[config.mk]
export PLATFORM = sky130hd
export DESIGN_NAME = pss_shaper
export DESIGN_NICKNAME = d
export VERILOG_FILES = /design/src/pss_pkg.sv /design/src/pss_shaper.sv
export VERILOG_INCLUDE_DIRS = /design/src
export SDC_FILE = /design/constraint.sdc
export NUM_CORES = 1
export LEC_CHECK = 0
export BUFFER_PORTS_ARGS = -buffer_cell sky130_fd_sc_hd__buf_2
export CAP_MARGIN = 10
export CORE_MARGIN = 10
export CORE_UTILIZATION = 51
export CTS_CLUSTER_DIAMETER = 60
export DETAILED_ROUTE_END_ITERATION = 7
export GPL_TIMING_DRIVEN = 1
export MAX_ROUTING_LAYER = met4
export PLACE_DENSITY_LB_ADDON = 0.12
export SYNTH_ARGS = -nofsm -noshare
export SYNTH_HDL_FRONTEND = slang
export SYNTH_SLANG_ARGS = --single-unit
[constraint.sdc]
create_clock -name clk -period 21.9 [get_ports clk]
set_clock_uncertainty 0.05 [all_clocks]
set_input_delay 2.19 -clock clk [delete_from_list [all_inputs] [get_ports clk]]
set_output_delay 2.19 -clock clk [all_outputs]
set_load 0.05 [all_outputs]
[src/pss_consts.svh]
`ifndef PSS_CONSTS_SVH
`define PSS_CONSTS_SVH
`define PSS_VW 10
`define PSS_DW 16
`define PSS_AW 4
`define PSS_FULL 10'h3e8
`define PSS_TIME_MAX 10'h3e7
`define PSS_CLK_NS 40
`define PSS_TICK_NS 100000
`define PSS_TICK_CYC (`PSS_TICK_NS / `PSS_CLK_NS)
`define PSS_TICK_LAST 12'(`PSS_TICK_CYC - 1)
`define PSS_A_CFG 4'h0
`define PSS_A_DUTY 4'h1
`define PSS_A_BASEUP 4'h2
`define PSS_A_UPLIM 4'h3
`define PSS_A_LOLIM 4'h4
`define PSS_A_RUP 4'h5
`define PSS_A_RDN 4'h6
`define PSS_A_KEY 4'h7
`define PSS_A_COMM 4'h8
`define PSS_A_LOADLIM 4'h9
`define PSS_A_METHOD 4'ha
`define PSS_A_CTRL 4'hb
`define PSS_A_STATUS 4'hc
`define PSS_A_OUT 4'hd
`define PSS_R_DUTY 10'h3e8
`define PSS_R_UPLIM 10'h3e8
`define PSS_R_LOLIM 10'h000
`define PSS_R_RUP 10'h005
`define PSS_R_RDN 10'h000
`define PSS_R_LOADLIM 10'h294
`define PSS_R_CFG 7'h40
`define PSS_NALM 10
`define PSS_NEW_ALM 3
`endif

[src/pss_pkg.sv]
package pss_pkg;
  typedef enum logic [1:0] {
    PSS_EV_NONE = 2'b00,
    PSS_EV_METHOD = 2'b01,
    PSS_EV_AUTOMAN = 2'b10,
    PSS_EV_RSVD = 2'b11
  } pss_evassign_t;
  typedef struct packed {
    logic newFirmware;
    logic constCurrent;
    logic autoSrcComm;
    logic manualSrcKey;
    logic autoManualDefault;
    logic [1:0] eventAssign;
  } pss_cfg_t;
  typedef struct packed {
    logic [3:0] addr;
    logic [15:0] wdata;
    logic wr;
    logic rd;
  } pss_bus_t;
endpackage

[src/pss_shaper.sv]
`timescale 1ns/10ps
`include "pss_consts.svh"
module pss_shaper
  import pss_pkg::*;
(
  input wire logic clk,
  input wire logic srst,
  input pss_bus_t bus,
  output logic [15:0] rdata,
  input wire logic [9:0] linearIn,
  input wire logic [9:0] potIn,
  input wire logic eventContact,
  input wire logic resetContact,
  input wire logic [9:0] alarmEvents,
  input wire logic [9:0] loadCurrent,
  output logic [9:0] outValue,
  output logic [9:0] alarmLatched,
  output logic manualMode,
  output logic methodHidden,
  output logic methodCycle,
  output logic opError
);
  // ----------------------------------------
  // Settings
  // ----------------------------------------
  pss_cfg_t cfg_q;
  logic [9:0] duty_q, baseUp_q, upLim_q, loLim_q, rampUpT_q, rampDnT_q;
  logic [9:0] keyVal_q, commVal_q, loadLim_q;
  logic appliedDefault_q;
  logic opError_q, methodCycle_q;
  logic [15:0] rdata_q;
  logic wrMethod;

  function automatic logic [9:0] pssSat(input logic [15:0] v);
    pssSat = (v > 16'(`PSS_FULL)) ? `PSS_FULL : v[9:0];
  endfunction

  function automatic logic [9:0] pssTime(input logic [15:0] v);
    pssTime = (v > 16'(`PSS_TIME_MAX)) ? `PSS_TIME_MAX : v[9:0];
  endfunction

  assign wrMethod = bus.wr && (bus.addr == `PSS_A_METHOD);

  always_ff @(posedge clk) begin
    if (srst) begin
      cfg_q <= `PSS_R_CFG;
      duty_q <= `PSS_R_DUTY;
      baseUp_q <= '0;
      upLim_q <= `PSS_R_UPLIM;
      loLim_q <= `PSS_R_LOLIM;
      rampUpT_q <= `PSS_R_RUP;
      rampDnT_q <= `PSS_R_RDN;
      keyVal_q <= '0;
      commVal_q <= '0;
      loadLim_q <= `PSS_R_LOADLIM;
    end else if (bus.wr) begin
      unique case (bus.addr)
        `PSS_A_CFG: cfg_q <= bus.wdata[6:0];
        `PSS_A_DUTY: duty_q <= pssSat(bus.wdata);
        // Base-up by communications only on constant-current variant
        `PSS_A_BASEUP: if (cfg_q.constCurrent) baseUp_q <= pssSat(bus.wdata);
        `PSS_A_UPLIM: upLim_q <= pssSat(bus.wdata);
        `PSS_A_LOLIM: loLim_q <= pssSat(bus.wdata);
        `PSS_A_RUP: rampUpT_q <= pssTime(bus.wdata);
        `PSS_A_RDN: rampDnT_q <= pssTime(bus.wdata);
        `PSS_A_KEY: keyVal_q <= pssSat(bus.wdata);
        `PSS_A_COMM: commVal_q <= pssSat(bus.wdata);
        `PSS_A_LOADLIM: loadLim_q <= bus.wdata[9:0];
        default: ;
      endcase
    end
  end

  // A changed default waits for a controller reset, so edits never flip the mode mid-run
  always_ff @(posedge clk) begin
    if (srst) begin
      appliedDefault_q <= 1'b0;
    end else if (bus.wr && bus.addr == `PSS_A_CTRL && bus.wdata[0]) begin
      appliedDefault_q <= cfg_q.autoManualDefault;
    end
  end

  // ----------------------------------------
  // Control method select
  // ----------------------------------------
  always_ff @(posedge clk) begin
    if (srst) begin
      methodCycle_q <= 1'b0;
      opError_q <= 1'b0;
    end else begin
      opError_q <= wrMethod && (cfg_q.eventAssign == PSS_EV_METHOD);
      if (cfg_q.eventAssign == PSS_EV_METHOD && !cfg_q.constCurrent) begin
        methodCycle_q <= eventContact;
      end else if (wrMethod && cfg_q.eventAssign != PSS_EV_METHOD) begin
        methodCycle_q <= bus.wdata[0];
      end
    end
  end

  // ----------------------------------------
  // Source selection
  // ----------------------------------------
  logic manual_q;
  logic [9:0] selVal_q;

  always_ff @(posedge clk) begin
    if (srst) begin
      manual_q <= 1'b0;
    end else if (cfg_q.eventAssign == PSS_EV_AUTOMAN) begin
      manual_q <= eventContact;
    end else begin
      manual_q <= appliedDefault_q;
    end
  end

  always_ff @(posedge clk) begin
    if (srst) begin
      selVal_q <= '0;
    end else if (manual_q) begin
      selVal_q <= cfg_q.manualSrcKey ? keyVal_q : potIn;
    end else begin
      selVal_q <= cfg_q.autoSrcComm ? commVal_q : linearIn;
    end
  end

  // ----------------------------------------
  // Scale, base-up, clamp
  // ----------------------------------------
  logic [19:0] product;
  logic [15:0] scaled;
  logic [9:0] unlimited, hiLim, loLim, target_q;

  assign product = duty_q * selVal_q;
  assign scaled = 16'(product / 20'(`PSS_FULL)) + 16'(baseUp_q);
  assign unlimited = pssSat(scaled);
  assign hiLim = (loLim_q > upLim_q) ? loLim_q : upLim_q;
  assign loLim = (loLim_q > upLim_q) ? upLim_q : loLim_q;

  always_ff @(posedge clk) begin
    if (srst) begin
      target_q <= '0;
    end else if (unlimited > hiLim) begin
      target_q <= hiLim;
    end else if (unlimited < loLim) begin
      target_q <= loLim;
    end else begin
      target_q <= unlimited;
    end
  end

  // ----------------------------------------
  // Soft-start ramp
  // ----------------------------------------
  // One unit is 0.1 %; a time T tenths of a second gives one unit per T ticks of 100 us
  logic [11:0] tickCnt_q;
  logic tick;
  logic [9:0] rampAcc_q, ramp_q, stepT;
  logic rising, rampDirUp_q;

  assign tick = (tickCnt_q == `PSS_TICK_LAST);
  assign rising = target_q > ramp_q;
  assign stepT = rising ? rampUpT_q : rampDnT_q;

  always_ff @(posedge clk) begin
    if (srst || tick) begin
      tickCnt_q <= '0;
    end else begin
      tickCnt_q <= tickCnt_q + 12'h001;
    end
  end

  always_ff @(posedge clk) begin
    if (srst) begin
      ramp_q <= '0;
      rampAcc_q <= '0;
      rampDirUp_q <= 1'b1;
    end else if (target_q == ramp_q) begin
      rampAcc_q <= '0;
    end else if (stepT == '0) begin
      ramp_q <= target_q;
      rampAcc_q <= '0;
    end else if (rising != rampDirUp_q) begin
      // Restart the rate count on a change of direction
      rampDirUp_q <= rising;
      rampAcc_q <= '0;
    end else if (tick) begin
      if (rampAcc_q + 10'h001 >= stepT) begin
        rampAcc_q <= '0;
        ramp_q <= rising ? ramp_q + 10'h001 : ramp_q - 10'h001;
      end else begin
        rampAcc_q <= rampAcc_q + 10'h001;
      end
    end
  end

  // ----------------------------------------
  // Load current limit
  // ----------------------------------------
  // Trim moves one unit per tick, far inside the 500 ms response allowance
  logic [9:0] trim_q;
  logic overCurrent;

  assign overCurrent = cfg_q.constCurrent && !methodCycle_q && (loadCurrent > loadLim_q);

  always_ff @(posedge clk) begin
    if (srst) begin
      trim_q <= '0;
    end else if (!cfg_q.constCurrent || methodCycle_q) begin
      trim_q <= '0;
    end else if (tick && overCurrent && trim_q < ramp_q) begin
      trim_q <= trim_q + 10'h001;
    end else if (tick && !overCurrent && trim_q != '0) begin
      trim_q <= trim_q - 10'h001;
    end
  end

  logic [9:0] outValue_q;
  always_ff @(posedge clk) begin
    if (srst) begin
      outValue_q <= '0;
    end else begin
      outValue_q <= (trim_q > ramp_q) ? '0 : ramp_q - trim_q;
    end
  end

  // ----------------------------------------
  // Alarm latches
  // ----------------------------------------
  logic [9:0] alarm_q;
  generate
    for (genvar i = 0; i < `PSS_NALM; i++) begin : g_alm
      always_ff @(posedge clk) begin
        if (srst) begin
          alarm_q[i] <= 1'b0;
        end else if (alarmEvents[i]) begin
          alarm_q[i] <= 1'b1;
        end else if (resetContact && (i >= `PSS_NEW_ALM || cfg_q.newFirmware)) begin
          alarm_q[i] <= 1'b0;
        end
      end
    end
  endgenerate

  // ----------------------------------------
  // Read port
  // ----------------------------------------
  logic methodHidden_q;
  always_ff @(posedge clk) begin
    if (srst) begin
      methodHidden_q <= 1'b0;
    end else begin
      methodHidden_q <= cfg_q.eventAssign == PSS_EV_METHOD;
    end
  end

  always_ff @(posedge clk) begin
    if (srst || !bus.rd) begin
      rdata_q <= '0;
    end else begin
      unique case (bus.addr)
        `PSS_A_CFG: rdata_q <= 16'(cfg_q);
        `PSS_A_DUTY: rdata_q <= 16'(duty_q);
        `PSS_A_BASEUP: rdata_q <= 16'(baseUp_q);
        `PSS_A_UPLIM: rdata_q <= 16'(upLim_q);
        `PSS_A_LOLIM: rdata_q <= 16'(loLim_q);
        `PSS_A_RUP: rdata_q <= 16'(rampUpT_q);
        `PSS_A_RDN: rdata_q <= 16'(rampDnT_q);
        `PSS_A_KEY: rdata_q <= 16'(keyVal_q);
        `PSS_A_COMM: rdata_q <= 16'(commVal_q);
        `PSS_A_LOADLIM: rdata_q <= 16'(loadLim_q);
        `PSS_A_METHOD: rdata_q <= 16'(methodCycle_q);
        `PSS_A_STATUS: rdata_q <= {4'h0, manual_q, methodHidden_q, alarm_q};
        `PSS_A_OUT: rdata_q <= 16'(outValue_q);
        default: rdata_q <= '0;
      endcase
    end
  end

  assign rdata = rdata_q;
  assign outValue = outValue_q;
  assign alarmLatched = alarm_q;
  assign manualMode = manual_q;
  assign methodHidden = methodHidden_q;
  assign methodCycle = methodCycle_q;
  assign opError = opError_q;
endmodule

==> results of run 1 <==
[kinds of logic after synthesis]
family / synth area share, %
AND/OR/NAND/NOR: 21.8
AO/OA/AOI/OAI: 23.0
buffers and inverters: 5.44
adder cells (fa/ha/maj): 18.0
flip-flops: 21.9
multiplexers: 5.31
XOR/XNOR: 4.52
other: 0.0209
[cell usage in the layout (no fill, tap or decap), drive strengths merged, types with 15 or more instances in the layout]
cell	synthesis	final
and2	86	86
o211ai	17	17
a31oi	24	24
a21oi	146	146
nand3b	15	15
a211oi	86	86
inv	137	142
dfxtp	197	197
ha	152	152
nand3	48	48
fa	66	66
a21o	43	43
a211o	23	23
clkbuf	85	17
buf	27	113
o21ai	81	81
xnor2	54	54
mux2i	83	83
nand2	178	178
and3	23	23
nor4	17	17
nor2	269	269
nor2b	38	38
or2	21	21
a221oi	18	18
xor2	38	38
nand4	22	22
nor3	42	42
nand2b	23	23
[layer usage]
layer | routed length [um] | share of wire, % | global-route usage (%) | vias to the layer above
met5 | 0 | 0 | - | -
met4 | 1720 | 3.1 | 9.22 | 0
met3 | 3610 | 6.5 | 3.13 | 113
met2 | 26000 | 47 | 41.0 | 598
met1 | 24500 | 44 | 33.0 | 8064
li1 | - | - | - | 8050
[metrics by stage]
step,hold slack (ps),std cells,instance area (um^2)
detailed placement,400,2698,18700
global route,434,2730,19400
finish,411,2730,19400
floorplan,376,2242,18000
global placement,391,2698,18700
CTS,410,2730,19400
[worst reg2reg max path: cells and delay by family (launching register included)]
kind                       cells  cell delay, ps
buffers and inverters          4             260
DFF                            1             600
and+or+nand+nor               23            3980
xor gates and xnor gates       1             600
muxes                          1             130
adders and majority gates      9            4020
AOI/OAI and AO/OA             29            8680
[worst paths after layout]
path / startpoint / end / cells past startpoint / slack, ps
min: loadLim_q[5] / loadLim_q[5] / 2 / 410
max: duty_q[0] / target_q[0] / 67 / 3450
max reg2reg: duty_q[0] / target_q[0] / 67 / 3450
min reg2reg: loadLim_q[5] / loadLim_q[5] / 2 / 410
[layout make-up]
cell class                 count  area [um^2]  share of cell area [%]
multi-input combinational   1796        13100                    67.6
clock inverter                15          218                    1.12
inverter                     137          514                    2.66
clock buffer                  17          425                    2.20
tap                          455          569                    2.94
sequential                   197         3940                    20.4
timing repair buffer         113          598                    3.09
==> qor.txt, run 1 <==
Outcome = finished clean
Max stage delay cell, worst path = sky130_fd_sc_hd__a211oi_2
Hold violation count in the final report = 0
Data required time at the worst endpoint = 22,190 ps
Clock tree from TritonCTS = built
Hold bufs inserted after CTS = 0
Detailed Place HPWL = 43,800 um
Summed instance area of the synthesized netlist = 0.0180 mm^2
CTS Buffer Depth = 2
Actual slew at the worst max-slew pin = 1110 ps
Antenna violations before repair = 1
Post-CTS setup buffer count = 0
Remaining Overflow, GRT = 0
Clock buffers created by TritonCTS = 17
CP delay by family, top = compound AO/OA/AOI/OAI gates
CP Class = reg2reg
Number of register bits inferred by synthesis = 197
Drt initial violations = 1,453
Cell at the root of the clock tree = sky130_fd_sc_hd__clkbuf_16
Vias post-DR = 16,825
Fraction of post-synthesis cell area in the top cell type by area = 21.9%
Yosys Warn Count = 0
Wire length of the first global-routing pass = 88,900 um
Hold Path Class = reg2reg
Finished Core Util = 55.9%
Critical path endpoint category = flop
Fraction of final layout cells sized beyond drive strength 1 = 9.58%
DIE AREA = 0.0432 mm^2
Detailed-router iteration count before antenna repair = 7
Via count of the first global-routing pass = 16,250
Worst Setup Slack post-DPL = 3670 ps
List of most frequent post-synthesis cells = sky130_fd_sc_hd__nor2_1, sky130_fd_sc_hd__dfxtp_1, sky130_fd_sc_hd__nand2_1, sky130_fd_sc_hd__ha_1, sky130_fd_sc_hd__a21oi_1
Final setup violating endpoints = 0
Main area contributors after synthesis = sky130_fd_sc_hd__dfxtp_1, sky130_fd_sc_hd__ha_1, sky130_fd_sc_hd__fa_1, sky130_fd_sc_hd__nor2_1, sky130_fd_sc_hd__mux2i_1
Post-route worst setup slack = 3450 ps
Vias/cell = 6.16
Relative slew slack = 25.9%
Post-CTS clock slew at the launch and capture registers of the worst setup and hold paths = 90 ps
Count of antenna diodes in the layout = 0
Count of buffers from port buffering = 101
Slew Viols, Final = 0
Growth of design area from synthesis to finish = 7.66%
Worst stage delay on the critical path = 920 ps
Drc violations = 0
Site row count = 68
Mean Syn Cell Area = 8.03 um^2
Final antenna-violating net count = 0
RD Place Congestion = 0.955
Fill cells = 3,268
Final Net Count = 2,546
DR WL/cell = 20.4 um
Setup tns final = 0 ps
Area of the core = 0.0346 mm^2
Clk Latency, worst-skew pair = 470 ps
RSZ-0062 raised after global routing = false
Fraction of the cycle the final worst path needs = 84.2%
Shortest clock period the worst path allows after layout = 18,450 ps
Cell count after synthesis = 2,239
Maximum clock frequency = 54.2 MHz
Clock H-tree levels = 4
Die Ht = 208 um
Total routed wirelength = 55,800 um
Number of instances resized during post-cts repair = 0
Number of different library cells in the post-synthesis netlist = 101
Global Route Usage Sum = 25.7%
Number of enable-type register cells in the synthesized netlist = 0
Count of boundary I/O pins = 106
Commonest register cell after synthesis = sky130_fd_sc_hd__dfxtp_1
Ys async rst share = 0%
Critical path fanouts, max = 20
CP arrival = 18,730 ps
Part of the Yosys area used for sequential elements = 21.9%
Buffering stage count on the worst path with inverters included = 4
Cell accounting for the most synthesized area = sky130_fd_sc_hd__dfxtp_1
Largest net degree at the start of global routing = 77
Width of the die = 208 um
Initial Utilization = 51.9%
CP startpoint kind = flop
Total number of clock tree sinks = 197
Leading cell type by number of instances after synthesis = sky130_fd_sc_hd__nor2_1
Max-cap check violation count = 0
Power of run 1 is left out: the tool's default activity adds up to more than one toggle a clock period on the data nets, which glitch-free logic cannot reach.
==> run 2, diff against run 1 <==
==> constraint.sdc (replaced) <==
create_clock -name clk -period 17.35 [get_ports clk]
set_clock_uncertainty 0.05 [all_clocks]
set_input_delay 1.735 -clock clk [delete_from_list [all_inputs] [get_ports clk]]
set_output_delay 1.735 -clock clk [all_outputs]
set_load 0.05 [all_outputs]
==> run 2 against run 1 <==
  * Critical path depth unchanged
  * Setup slack worse by 2400 ps
  * Register-to-register slack worse by 2400 ps
  * First-iteration DRC count grew 17%
  * Die area did not move
  * Final area is 3.2% higher
  * Flip-flop and latch count unchanged
  * Via count grew 0.68%
  * Core utilization up 1.8 points
  * Sequential share of layout area is 0.45 points lower
  * Critical path type unchanged
==> qor.txt, run 2 (same netlist as run 1, synthesis figures left out) <==
Fill cells = 3,199 (-2.1%)
Post-CTS clock slew at the launch and capture registers of the worst setup and hold paths = 80 ps (about the same)
Hold Path Class = reg2reg
Initial Utilization = 51.9% (unchanged)
Count of antenna diodes in the layout = 0 (unchanged)
Shortest clock period the worst path allows after layout = 16,290 ps (-2160 ps)
Critical R2R Launch = selVal_q[6]
Critical path endpoint category = flop
Detailed-router iteration count before antenna repair = 7 (unchanged)
Actual slew at the worst max-slew pin = 1170 ps (+68.4 ps)
Critical path fanouts, max = 11 (-45%)
Vias/cell = 6.15 (-0.20%)
Final Net Count = 2,571 (+0.98%)
Setup tns final = 0 ps (unchanged)
Clk Latency, worst-skew pair = 460 ps (about the same)
Remaining Overflow, GRT = 0 (unchanged)
Relative slew slack = 21.1% (-4.8 points)
Largest net degree at the start of global routing = 77 (unchanged)
Maximum clock frequency = 61.4 MHz (+13%)
RD Place Congestion = 0.952 (-0.39%)
Final antenna-violating net count = 0 (unchanged)
Growth of design area from synthesis to finish = 11.1%
Clock H-tree levels = 4 (unchanged)
CP startpoint kind = flop
Total routed wirelength = 56,600 um (+1.6%)
Fraction of final layout cells sized beyond drive strength 1 = 13.7% (+4.1 points)
Count of buffers from port buffering = 101 (unchanged)
Most frequent cells in the layout = sky130_fd_sc_hd__nor2_1, sky130_fd_sc_hd__nand2_1, sky130_fd_sc_hd__dfxtp_1
Site row count = 68 (unchanged)
CP arrival = 16,580 ps (-2150 ps)
Start point of the critical path = selVal_q[6]
Count of boundary I/O pins = 106 (unchanged)
CP Class = reg2reg
DR WL/cell = 20.6 um (+0.68%)
Clock buffers created by TritonCTS = 17 (unchanged)
DIE AREA = 0.0432 mm^2 (unchanged)
Critical Path Most Common Cell = sky130_fd_sc_hd__fa_1
Final setup violating endpoints = 0 (unchanged)
Drc violations = 0 (unchanged)
Worst stage delay on the critical path = 560 ps (-360 ps)
Area of the core = 0.0346 mm^2 (unchanged)
Cell at the root of the clock tree = sky130_fd_sc_hd__clkbuf_16
Vias post-DR = 16,939 (+0.68%)
Antenna violations before repair = 0 (-1)
Max-cap check violation count = 0 (unchanged)
Width of the die = 208 um (unchanged)
Detailed Place HPWL = 43,800 um (-0.19%)
Wire length of the first global-routing pass = 88,500 um (-0.47%)
Hold violation count in the final report = 0 (unchanged)
CTS Buffer Depth = 2 (unchanged)
Clock tree from TritonCTS = built
Fraction of the cycle the final worst path needs = 93.9% (+9.7 points)
Most common library cell in the layout ignoring fill and taps = sky130_fd_sc_hd__nor2_1
Via count of the first global-routing pass = 16,104 (-0.90%)
Global Route Usage Sum = 25.6% (-0.10 points)
Slew Viols, Final = 0 (unchanged)
Startpoint of the tightest hold check path = tickCnt_q[0]
Data required time at the worst endpoint = 17,640 ps (-4550 ps)
Drt initial violations = 1,693 (+17%)
Max stage delay cell, worst path = sky130_fd_sc_hd__or4_4
Die Ht = 208 um (unchanged)
Total number of clock tree sinks = 197 (unchanged)
Outcome = finished clean
==> run 2: changes by cell type in the layout (fill, tap and decap cells not counted), sizes merged <==
cell / before / now
clkinvlp: 1 / 3
clkinv: 6 / 3
buf: 113 / 138
==> run 2: layer usage <==
layer  global-route usage [%]  routed length, um  vias up
met5                        -                  0        -
met4                     7.37               1340        0
met3                     3.32               3570       87
met2                     42.5              27400      597
met1                     32.0              24300     8157
li1                         -                  -     8098
==> run 2: cell type report <==
| class | instances | area (um^2) | area share (%) |
|---|---|---|---|
| Multi-Input combinational cell | 1796 | 13500 | 67.6 |
| Sequential cell | 197 | 3980 | 19.9 |
| Timing Repair Buffer | 138 | 790 | 3.95 |
| Tap cell | 455 | 569 | 2.85 |
| Inverter | 137 | 514 | 2.58 |
| Clock buffer | 17 | 425 | 2.13 |
| Clock inverter | 14 | 191 | 0.959 |
==> run 2: critical path: cells and delay by family, from the launching register on <==
family,cells,cell delay (ps)
buffers and inverters,8,930
AOI/OAI and AO/OA,32,7120
adders and majority gates,9,3910
muxes,3,560
DFF,1,390
and+or+nand+nor,15,3200
==> run 2: per-stage QoR <==
step / instances / hold slack (ps) / area [um^2] / utilization (%) / setup slack [ps]
3_3_place_gp: 2707 / 389 / 18800 / 54.2 / 235
6_report: 2754 / 405 / 20000 / 57.7 / 1060
3_5_place_dp: 2707 / 395 / 18800 / 54.2 / -47.4
5_1_grt: 2754 / 439 / 20000 / 57.7 / -87.2
2_1_floorplan: 2242 / 376 / 18000 / - / 1610
4_1_cts: 2739 / 406 / 19400 / 56.1 / 13.8
==> run 2: what timing repair did <==
| item | 4_1_cts | 5_1_grt |
|---|---|---|
| pin swaps | 1 | 13 |
| buffers inserted | 1 | 15 |
| hold buffers | 0 | 0 |
| resized for setup | 2 | 100 |
| setup endpoints to repair | 9 | 10 |
==> run 2: final timing paths <==
path | to | slack, ps | cells past startpoint
max reg2reg | target_q[0] | 1060 | 67
min | tickCnt_q[0] | 400 | 1
min reg2reg | tickCnt_q[0] | 400 | 1
max | target_q[0] | 1060 | 67
Power of run 2 is left out for the same reason.
